--- src/core/pl_pkg.sv ---
// Summary of operation
// - load starts on model-register write to 79h with high data zero.
// - payload fetched bytewise, so any start address is accepted.
// - hard reset discards the active patch; firmware reloads it.
// - soft init keeps the active patch in effect.
// - repeated triggers of the same patch cause no harm.
// - no patch needed for self test; no load timing constraint.
// - identification instruction deposits active patch id into 08Bh.
// - with no patch active, identification leaves 08Bh unchanged.
// - reading 08Bh returns active revision in upper 32-bit half.
// - signature equals header revision; reading never disturbs the patch.
//
// Purpose: constants shared by the patch load and signature block
// Assumes: one core clock, model-register port driven by the core
// Notes:   indices are model-register numbers, not byte addresses
package pl_pkg;
    localparam logic [31:0] PL_IDX_TRIGGER   = 32'h0000_0079;
    localparam logic [31:0] PL_IDX_SIGNATURE = 32'h0000_008b;
    localparam logic [63:0] PL_SIG_RESET     = 64'h0000_0000_0000_0000;
    localparam int          PL_BLOCK_BYTES   = 2048;
    localparam int          PL_HEADER_BYTES  = 48;
    localparam int          PL_PAYLOAD_BYTES =
        PL_BLOCK_BYTES - PL_HEADER_BYTES;
    localparam int          PL_REV_LSB       = 32;
endpackage

--- src/core/pl_eng_if.sv ---
// Purpose: carries a load request and its outcome between top and fetcher
// Assumes: all signals on CLK_SYS
// Notes:   start and done are one-cycle pulses
interface pl_eng_if;
    logic        start;
    logic [31:0] base_addr;
    logic        busy;
    logic        done;
    logic        ok;
    logic [31:0] rev;
    modport ctrl (output start, output base_addr,
                  input busy, input done, input ok, input rev);
    modport eng  (input start, input base_addr,
                  output busy, output done, output ok, output rev);
endinterface

--- src/core/pl_top.sv ---
// Purpose: patch trigger and signature registers of the processor core
// Assumes: core issues model-register accesses and identification pulses
//          on CLK_SYS; decryption lives outside this block
// Notes:   RST is the hard reset; SOFT_INIT is the processor init
module pl_top
    import pl_pkg::*;
#(
    parameter int PAYLOAD_BYTES = PL_PAYLOAD_BYTES
) (
    input  wire logic        CLK_SYS,
    input  wire logic        RST,
    input  wire logic        SOFT_INIT,
    input  wire logic        MR_WR,
    input  wire logic        MR_RD,
    input  wire logic [31:0] MR_INDEX,
    input  wire logic [63:0] MR_WDATA,
    output logic [63:0]      MR_RDATA,
    output logic             MR_RVALID,
    input  wire logic        ID_EXEC,
    output logic             MEM_REQ,
    output logic [31:0]      MEM_ADDR,
    input  wire logic        MEM_ACK,
    input  wire logic [7:0]  MEM_RDATA,
    output logic [7:0]       PATCH_BYTE,
    output logic             PATCH_BYTE_VALID,
    output logic             PATCH_BYTE_LAST,
    input  wire logic        DEC_DONE,
    input  wire logic        DEC_OK,
    input  wire logic [31:0] DEC_REV,
    output logic             PATCH_ACTIVE,
    output logic             LOAD_BUSY
);
    pl_eng_if eng ();

    logic        start;
    logic [31:0] base_addr;
    logic [31:0] active_rev;
    logic [63:0] signature;
    logic        trigger_hit;

    assign trigger_hit = MR_WR && (MR_INDEX == PL_IDX_TRIGGER)
                         && (MR_WDATA[63:32] == 32'h0000_0000);

    // request toward the fetcher; a trigger while busy is dropped, so
    // repeated loads can never interleave two payloads
    always_ff @(posedge CLK_SYS or posedge RST) begin
        if (RST) begin
            start     <= 1'b0;
            base_addr <= 32'h0000_0000;
        end else begin
            start <= trigger_hit && !eng.busy && !start && !SOFT_INIT;
            if (trigger_hit) begin
                base_addr <= MR_WDATA[31:0];
            end
        end
    end
    assign eng.start     = start;
    assign eng.base_addr = base_addr;

    // active patch state: only hard reset clears it
    always_ff @(posedge CLK_SYS or posedge RST) begin
        if (RST) begin
            PATCH_ACTIVE <= 1'b0;
            active_rev   <= 32'h0000_0000;
        end else if (eng.done && eng.ok) begin
            PATCH_ACTIVE <= 1'b1;
            active_rev   <= eng.rev;
        end
    end

    // signature register: firmware writes, identification deposits
    always_ff @(posedge CLK_SYS or posedge RST) begin
        if (RST) begin
            signature <= PL_SIG_RESET;
        end else if (MR_WR && (MR_INDEX == PL_IDX_SIGNATURE)) begin
            signature <= MR_WDATA;
        end else if (ID_EXEC && PATCH_ACTIVE) begin
            signature <= {active_rev, 32'h0000_0000};
        end
    end

    // read path; reads have no side effects on the patch
    always_ff @(posedge CLK_SYS or posedge RST) begin
        if (RST) begin
            MR_RDATA  <= 64'h0000_0000_0000_0000;
            MR_RVALID <= 1'b0;
        end else begin
            MR_RVALID <= MR_RD;
            if (MR_RD && (MR_INDEX == PL_IDX_SIGNATURE)) begin
                MR_RDATA <= signature;
            end else if (MR_RD) begin
                MR_RDATA <= 64'h0000_0000_0000_0000;
            end
        end
    end

    // busy flag is the fetcher busy or a pending start, registered for the port
    always_ff @(posedge CLK_SYS or posedge RST) begin
        if (RST) begin
            LOAD_BUSY <= 1'b0;
        end else begin
            LOAD_BUSY <= eng.busy || start;
        end
    end

    pl_fetch #(
        .PAYLOAD_BYTES (PAYLOAD_BYTES)
    ) u_fetch (
        .clk        (CLK_SYS),
        .rst        (RST),
        .soft_init  (SOFT_INIT),
        .eng        (eng.eng),
        .mem_req    (MEM_REQ),
        .mem_addr   (MEM_ADDR),
        .mem_ack    (MEM_ACK),
        .mem_rdata  (MEM_RDATA),
        .byte_data  (PATCH_BYTE),
        .byte_valid (PATCH_BYTE_VALID),
        .byte_last  (PATCH_BYTE_LAST),
        .dec_done   (DEC_DONE),
        .dec_ok     (DEC_OK),
        .dec_rev    (DEC_REV)
    );
endmodule

--- src/core/pl_fetch.sv ---
// Purpose: walks the payload byte by byte and hands it to the decryptor
// Assumes: memory answers one byte per acknowledged request
// Notes:   soft init aborts a load in flight without touching the patch
module pl_fetch
    import pl_pkg::*;
#(
    parameter int PAYLOAD_BYTES = PL_PAYLOAD_BYTES
) (
    input  wire logic        clk,
    input  wire logic        rst,
    input  wire logic        soft_init,
    pl_eng_if.eng            eng,
    output logic             mem_req,
    output logic [31:0]      mem_addr,
    input  wire logic        mem_ack,
    input  wire logic [7:0]  mem_rdata,
    output logic [7:0]       byte_data,
    output logic             byte_valid,
    output logic             byte_last,
    input  wire logic        dec_done,
    input  wire logic        dec_ok,
    input  wire logic [31:0] dec_rev
);
    typedef enum logic [1:0] {S_IDLE, S_FETCH, S_WAIT} pl_fstate_type;

    pl_fstate_type state;
    logic [15:0]   count;
    logic          last_byte;

    assign last_byte = (count == 16'(PAYLOAD_BYTES - 1));
    assign eng.busy  = (state != S_IDLE);

    // sequencer: fetch every payload byte, then wait for the verdict
    always_ff @(posedge clk or posedge rst) begin
        if (rst) begin
            state    <= S_IDLE;
            count    <= 16'h0000;
            mem_req  <= 1'b0;
            mem_addr <= 32'h0000_0000;
        end else if (soft_init) begin
            state    <= S_IDLE;
            mem_req  <= 1'b0;
        end else begin
            case (state)
                S_IDLE: begin
                    if (eng.start) begin
                        state    <= S_FETCH;
                        count    <= 16'h0000;
                        mem_addr <= eng.base_addr;
                        mem_req  <= 1'b1;
                    end
                end
                S_FETCH: begin
                    if (mem_ack) begin
                        mem_addr <= mem_addr + 32'h0000_0001;
                        count    <= count + 16'h0001;
                        if (last_byte) begin
                            state   <= S_WAIT;
                            mem_req <= 1'b0;
                        end
                    end
                end
                S_WAIT: begin
                    if (dec_done) begin
                        state <= S_IDLE;
                    end
                end
                default: state <= S_IDLE;
            endcase
        end
    end

    // byte stream toward the decryptor, one pulse per acknowledged byte
    always_ff @(posedge clk or posedge rst) begin
        if (rst) begin
            byte_data  <= 8'h00;
            byte_valid <= 1'b0;
            byte_last  <= 1'b0;
        end else begin
            byte_valid <= (state == S_FETCH) && mem_ack && !soft_init;
            byte_last  <= (state == S_FETCH) && mem_ack && last_byte
                          && !soft_init;
            if ((state == S_FETCH) && mem_ack) begin
                byte_data <= mem_rdata;
            end
        end
    end

    // outcome pulse back to the control side
    always_ff @(posedge clk or posedge rst) begin
        if (rst) begin
            eng.done <= 1'b0;
            eng.ok   <= 1'b0;
            eng.rev  <= 32'h0000_0000;
        end else begin
            eng.done <= (state == S_WAIT) && dec_done && !soft_init;
            if ((state == S_WAIT) && dec_done) begin
                eng.ok  <= dec_ok;
                eng.rev <= dec_rev;
            end
        end
    end
endmodule

--- config.mk ---
export PLATFORM = sky130hd
export DESIGN_NAME = pl_top
export DESIGN_NICKNAME = d
export VERILOG_FILES = /design/src/core/pl_pkg.sv /design/src/core/pl_eng_if.sv /design/src/core/pl_top.sv /design/src/core/pl_fetch.sv
export SDC_FILE = /design/constraint.sdc
export NUM_CORES = 1
export LEC_CHECK = 0
export ABC_CLOCK_PERIOD_IN_PS = 9100
export BUFFER_PORTS_ARGS = -buffer_cell sky130_fd_sc_hd__buf_2
export CORE_AREA = 2 2 193 195
export DETAILED_ROUTE_END_ITERATION = 8
export DIE_AREA = 0 0 195 197
export PLACE_DENSITY = 0.53
export SYNTH_ARGS = -nofsm -noshare
export SYNTH_HDL_FRONTEND = slang
export SYNTH_SLANG_ARGS = --single-unit
--- constraint.sdc ---
create_clock -name CLK_SYS -period 9.1 [get_ports CLK_SYS]
set_clock_uncertainty 0.15 [all_clocks]
set_input_delay 0.91 -clock CLK_SYS [delete_from_list [all_inputs] [get_ports CLK_SYS]]
set_output_delay 0.91 -clock CLK_SYS [all_outputs]
set_load 0.05 [all_outputs]
# == Word-level counts from Yosys, hierarchy flattened ==
# Cells that the tools add are included.
# word_totals
regBits,291
input_bits,145
# op_classes
add_sub_neg,2
n_eq_ne,11
n_mux,21
bitwise_logic,1
n_reduce_logical,29
# ops
cell,n
$mux 64,4
$mux 32,2
$pmux 32 s2,1
$add 32x1->32 const B,1
$eq 32x7->1 const B,1
$eq 32x8->1 const B,1
$logic_not 32->1,1
$mux 16,2
$pmux 16 s2,1
$add 16x1->16 const B,1
$eq 16x11->1 const B,1
$logic_and 1x1->1,15
$reduce_and 4->1,3
$mux 2,5
$ne 3x3->1 const B,3
$reduce_bool 2->1,4
$pmux 2 s3,1
$mux 1,4
$ne 2x2->1 const B,2
$logic_not 1->1,3
$ne 3x2->1 const B,1
$reduce_bool 3->1,1
$eq 2x1->1 const B,1
$eq 2x2->1 const B,1
4 further kinds,4

# == Longest topological paths before layout ==
# logic_depth
word_depth,6
depth_mapped,8
depth_no_buf,6

# == Modules after synthesis ==
# From an unflattened synthesis, not the netlist that was laid out.
# hier_totals
cells_unflattened,978
hier_area_um2,12366.9
# by_module_without_submodules
module,n_inst,cells_each,area_per_inst_um2,seq_area_each_um2
pl_top,1,532,7737.4,4904.7
pl_fetch,1,446,4629.4,2377.3

# == Worst setup path before layout ==
# Ideal clock, no wire load.
# synth_path
kind,input to register
from,input port MR_INDEX[17]
to,register signature[0]
setup_time_ns,0.118
t_arrival_ns,2.444
t_required_ns,8.832
path_slack_ns,6.388
path_stages,7
path_buffers,3
cell_sequence,or4_1 or4_1 clkbuf_1 buf_6 buf_6 nand3_1 nand2_1
# synth_via
elab_chain_cells,3
word_cells_on_any_way,4
cone_classes,eq/ne: 1; mux: 1; reduce/logical: 2
# synth_lines
element,line,rtl
"start, declared",pl_top.sv:15,"input wire logic [31:0] MR_INDEX,"
$eq 32x8->1 (*),pl_top.sv:75,end else if (MR_WR && (MR_INDEX == PL_IDX_SIGNATURE)) begin
$logic_and 1x1->1 (*),pl_top.sv:75,
$mux 64 or $reduce_bool 2->1 (tied branches),n/a,
"end signal, assigned",pl_top.sv:78,"signature <= {active_rev, 32'h0000_0000};"
"end, declared",pl_top.sv:38,logic [63:0] signature;
# Mark *: on every way between the ends. The rest lies on a longest branch, timed or not.
# A chain may end at the register's enable or synchronous reset.

# == Worst setup path after layout ==
# layout_path
from,input port MR_INDEX[2]
to,register MR_RDATA[35]
# layout_via
elab_chain_cells,3
word_cells_on_any_way,4
cone_classes,eq/ne: 1; mux: 1; reduce/logical: 2
# layout_lines
element,line,rtl
$eq 32x8->1 (*),pl_top.sv:89,if (MR_RD && (MR_INDEX == PL_IDX_SIGNATURE)) begin
$logic_and 1x1->1 (*),pl_top.sv:89,
$mux 64 or $reduce_bool 2->1 (tied branches),n/a,
"end signal, assigned",pl_top.sv:90,MR_RDATA <= signature;
"end, declared",pl_top.sv:17,"output logic [63:0] MR_RDATA,"
# Marked as above.

==> results.sh <==
export IMPL_status="completed"
export IMPL_ys_ff_latch=291
export IMPL_antenna_found_initial=4
export IMPL_clkSlewWorstSetupHoldPaths_ns=0.06
export IMPL_syn_to_final_growth_pct=23.2
export IMPL_tritoncts="built"
export IMPL_drtIter0Drc=506
export IMPL_slowest_stage="nor4_2"
export IMPL_yosys_warnings=0
export IMPL_path_cells="buf_2 -> nor4bb_1 -> nand4_1 -> nor4_2 -> buf_4 -> nand3_1 -> o21ai_0"
export IMPL_path_class="in2reg"
export IMPL_routed_wl_um=35500
export IMPL_max_freq_mhz=309
export IMPL_track_usage_pct=18.5
export IMPL_async_flop_share_pct=100
export IMPL_final_max_slew_viol_count=0
export IMPL_fin_crit_ns=3.24
export IMPL_crit_fanout=56
export IMPL_grt_use_met3_pct=3.97
export IMPL_grt_ovfl_total=0
export IMPL_routabilityCongestion=0.805
export IMPL_vias=9665
export IMPL_end_kind="flip-flop"
export IMPL_clock_root_buffer="clkbuf_16"
export IMPL_hold_violations=0
export IMPL_netlist_area_mm2=0.0125
export IMPL_syn_nets=1323
export IMPL_synth_edff_count=0
export IMPL_fp_row_count=70
export IMPL_cts_sinks=291
export IMPL_yosysUniqueCellTypes=54
export IMPL_clkLatencyLatePin_ns=0.53
export IMPL_leakagePower_nw=7.91
export IMPL_setup_violations=0
export IMPL_dieArea_mm2=0.0384
export IMPL_grt_busiest_layer="met2"
export IMPL_arrival_ns=3.53
export IMPL_synthCells=1176
export IMPL_utilization_pct=42.6
export IMPL_clock_path_buffers=3
export IMPL_powerDensity_mw_per_mm2=186
export IMPL_slew_headroom_pct=24.8
export IMPL_grt_pass1_vias=9625
export IMPL_tightestPinTransition_ns=1.13
export IMPL_cts_buffers=35
export IMPL_postCtsSetupRepairBufs=0
export IMPL_synth_avg_cell_area_um2=10.7
export IMPL_dp_hpwl_um=23800
export IMPL_grt_pass1_wl_um=55600
export IMPL_avgRoutedWirePerCell_um=18.6
export IMPL_cts_resized=0
export IMPL_drv_cap=0
export IMPL_setup_tns_ns=0
export IMPL_grt_max_degree=124
export IMPL_start_util_pct=34.6
export IMPL_first_pass_iters=5
export IMPL_required_ns=9.39
export IMPL_finalCritPeriodShare_pct=35.6
export IMPL_met1_usage_pct=24.7
export IMPL_regArea_mm2=0.00728
export IMPL_cts_hold_buf=0
export IMPL_vdd_drop_max_mv=0.119
export IMPL_io_buffer_count=254
export IMPL_synth_main_ff_cell="dfrtp_1"
export IMPL_fill_cells=3556
export IMPL_antenna_left=0
export IMPL_core_mm2=0.0363
export IMPL_htreeDepth=2
export IMPL_die_h_um=197
export IMPL_drc=0
export IMPL_fin_nets=1556
export IMPL_hold_class="reg2reg"
export IMPL_max_stage_delay_ns=0.92
export IMPL_startpoint_type="primary input"
export IMPL_rsz0062_at_grt="false"
export IMPL_via_per_inst=5.07
export IMPL_layout_drive_gt1_share_pct=31.1
export IMPL_multi_input_area_mm2=0.00468
export IMPL_io_pins=255
export IMPL_die_width_um=195
export IMPL_use_met2_pct=30.2
export IMPL_yosysSeqAreaShare_pct=58.1
-- synthesized netlist by cell type (2+ instances only) --
cell,number,area share (%)
o22ai_1,18,0.90
xnor2_1,5,0.35
o21ai_0,80,3.2
o221a_2,2,0.18
inv_1,75,2.2
or4_1,4,0.24
buf_1,11,0.33
dfrtp_1,291,58
nor2_1,64,1.9
o21ai_1,2,0.080
nand2b_1,2,0.10
xor2_1,7,0.49
clkbuf_1,47,1.4
a21oi_1,69,2.8
and4_1,4,0.28
nand3_1,128,5.1
nand2_1,111,3.3
mux2_2,105,9.4
buf_6,7,0.63
nand4_1,13,0.65
and3_1,5,0.25
ha_1,2,0.20
nor4bb_1,3,0.24
a21o_1,2,0.12
buf_2,6,0.24
a311oi_1,2,0.14
or3_1,6,0.30
nor4_1,22,1.1
a2bb2oi_1,14,0.98
mux2i_1,35,2.8
nor3_1,11,0.44
-- registers in the layout (all words and copies together), names as in the netlist --
signal / flops
MR_RDATA: 64
u_fetch.eng.ok: 1
signature: 64
u_fetch.count: 16
MR_RVALID: 1
PATCH_ACTIVE: 1
base_addr: 32
LOAD_BUSY: 1
u_fetch.byte_data: 8
eng.start: 1
u_fetch.mem_addr: 32
u_fetch.byte_last: 1
u_fetch.eng.rev: 32
u_fetch.state: 2
u_fetch.mem_req: 1
active_rev: 32
u_fetch.byte_valid: 1
u_fetch.eng.done: 1
-- critical path, delay by kind of cell --
kind / cells / cell delay [ns]
AOI/OAI and AO/OA: 1 / 0.11
buffers and inverters: 2 / 0.82
and+or+nand+nor: 4 / 1.65
-- final cells by class --
type | instances | share of cell area (%)
Sequential cell | 291 | 47.1
Clock inverter | 14 | 1.34
Multi-Input combinational cell | 738 | 30.3
Timing Repair Buffer | 267 | 8.88
Clock buffer | 50 | 6.62
Tap cell | 468 | 3.79
Antenna cell | 1 | 0.0162
Inverter | 76 | 1.90
-- layout by cell type (no fill, tap or decap), types with 3 or more instances in the layout --
cell,count
o22ai_1,18
mux2i_1,35
xor2_1,7
mux2_2,105
and3_1,5
and4_1,4
nor4bb_1,3
bufinv_16,5
nand4_1,13
or4_1,3
inv_6,3
buf_4,14
nor3_1,10
or3_1,6
nand2_1,109
a21oi_1,69
clkbuf_1,6
nor4_1,20
nand3_1,128
dfrtp_1,291
clkinv_2,6
a2bb2oi_1,14
inv_1,74
buf_2,253
xnor2_1,5
o21ai_0,80
nor4_2,3
clkbuf_8,9
nor2_1,64
clkbuf_16,35
-- metal layers --
metal / share of wire, % / routed length, um
met4: 2.5 / 890
met5: 0.13 / 45
met3: 6.1 / 2150
met2: 47 / 16700
met1: 44 / 15700
-- through the flow --
stage,instance area [um^2],std cells,total power [W],hold slack [ns],setup slack (ns)
final,15400,1905,0.00288,0.335,5.86
after detailed placement,14200,1840,0.00142,0.326,5.30
after floorplan,12500,1176,0.00136,0.308,0.00594
after CTS,15400,1904,0.00293,0.339,5.85
after global placement,14200,1840,0.00142,0.323,5.36
after global routing,15400,1904,0.00299,0.362,5.64
-- final timing paths --
| kind | slack, ns | to | startpoint | cells past startpoint |
|---|---|---|---|---|
| setup / recovery | 5.86 | MR_RDATA[35]$_DFFE_PP0P_ | MR_INDEX[2] | 7 |
| hold / removal | 0.34 | active_rev[24]$_DFFE_PP0P_ | u_fetch.eng.rev[24]$_DFFE_PP0P_ | 1 |
| setup reg to reg | 6.53 | u_fetch.byte_data[1]$_DFFE_PP0P_ | u_fetch.state[0]$_DFFE_PP0P_ | 4 |
| hold reg to reg | 0.34 | active_rev[24]$_DFFE_PP0P_ | u_fetch.eng.rev[24]$_DFFE_PP0P_ | 1 |
| max in group asynchronous | 6.31 | MR_RDATA[22]$_DFFE_PP0P_ | RST | 4 |
| min in group asynchronous | 0.43 | u_fetch.byte_data[1]$_DFFE_PP0P_ | RST | 2 |
-- kinds of logic after synthesis --
family | Yosys count | share of synthesized area, %
AO/OA/AOI/OAI | 201 | 9.14
AND/OR/NAND/NOR | 383 | 14.6
multiplexers | 140 | 12.2
XOR/XNOR | 12 | 0.838
adder cells (fa/ha/maj) | 2 | 0.200
flip-flops | 291 | 58.1
buffers and inverters | 147 | 4.88
-- power by group --
part / internal (W) / total, W / switching, W
Clock: 0.000927 / 0.00149 / 0.000559
Sequential: 0.00130 / 0.00130 / 0.00000271
Combinational: 0.0000303 / 0.0000914 / 0.0000611
Total: 0.00226 / 0.00288 / 0.000623
Power figures use the tool's default switching activity.
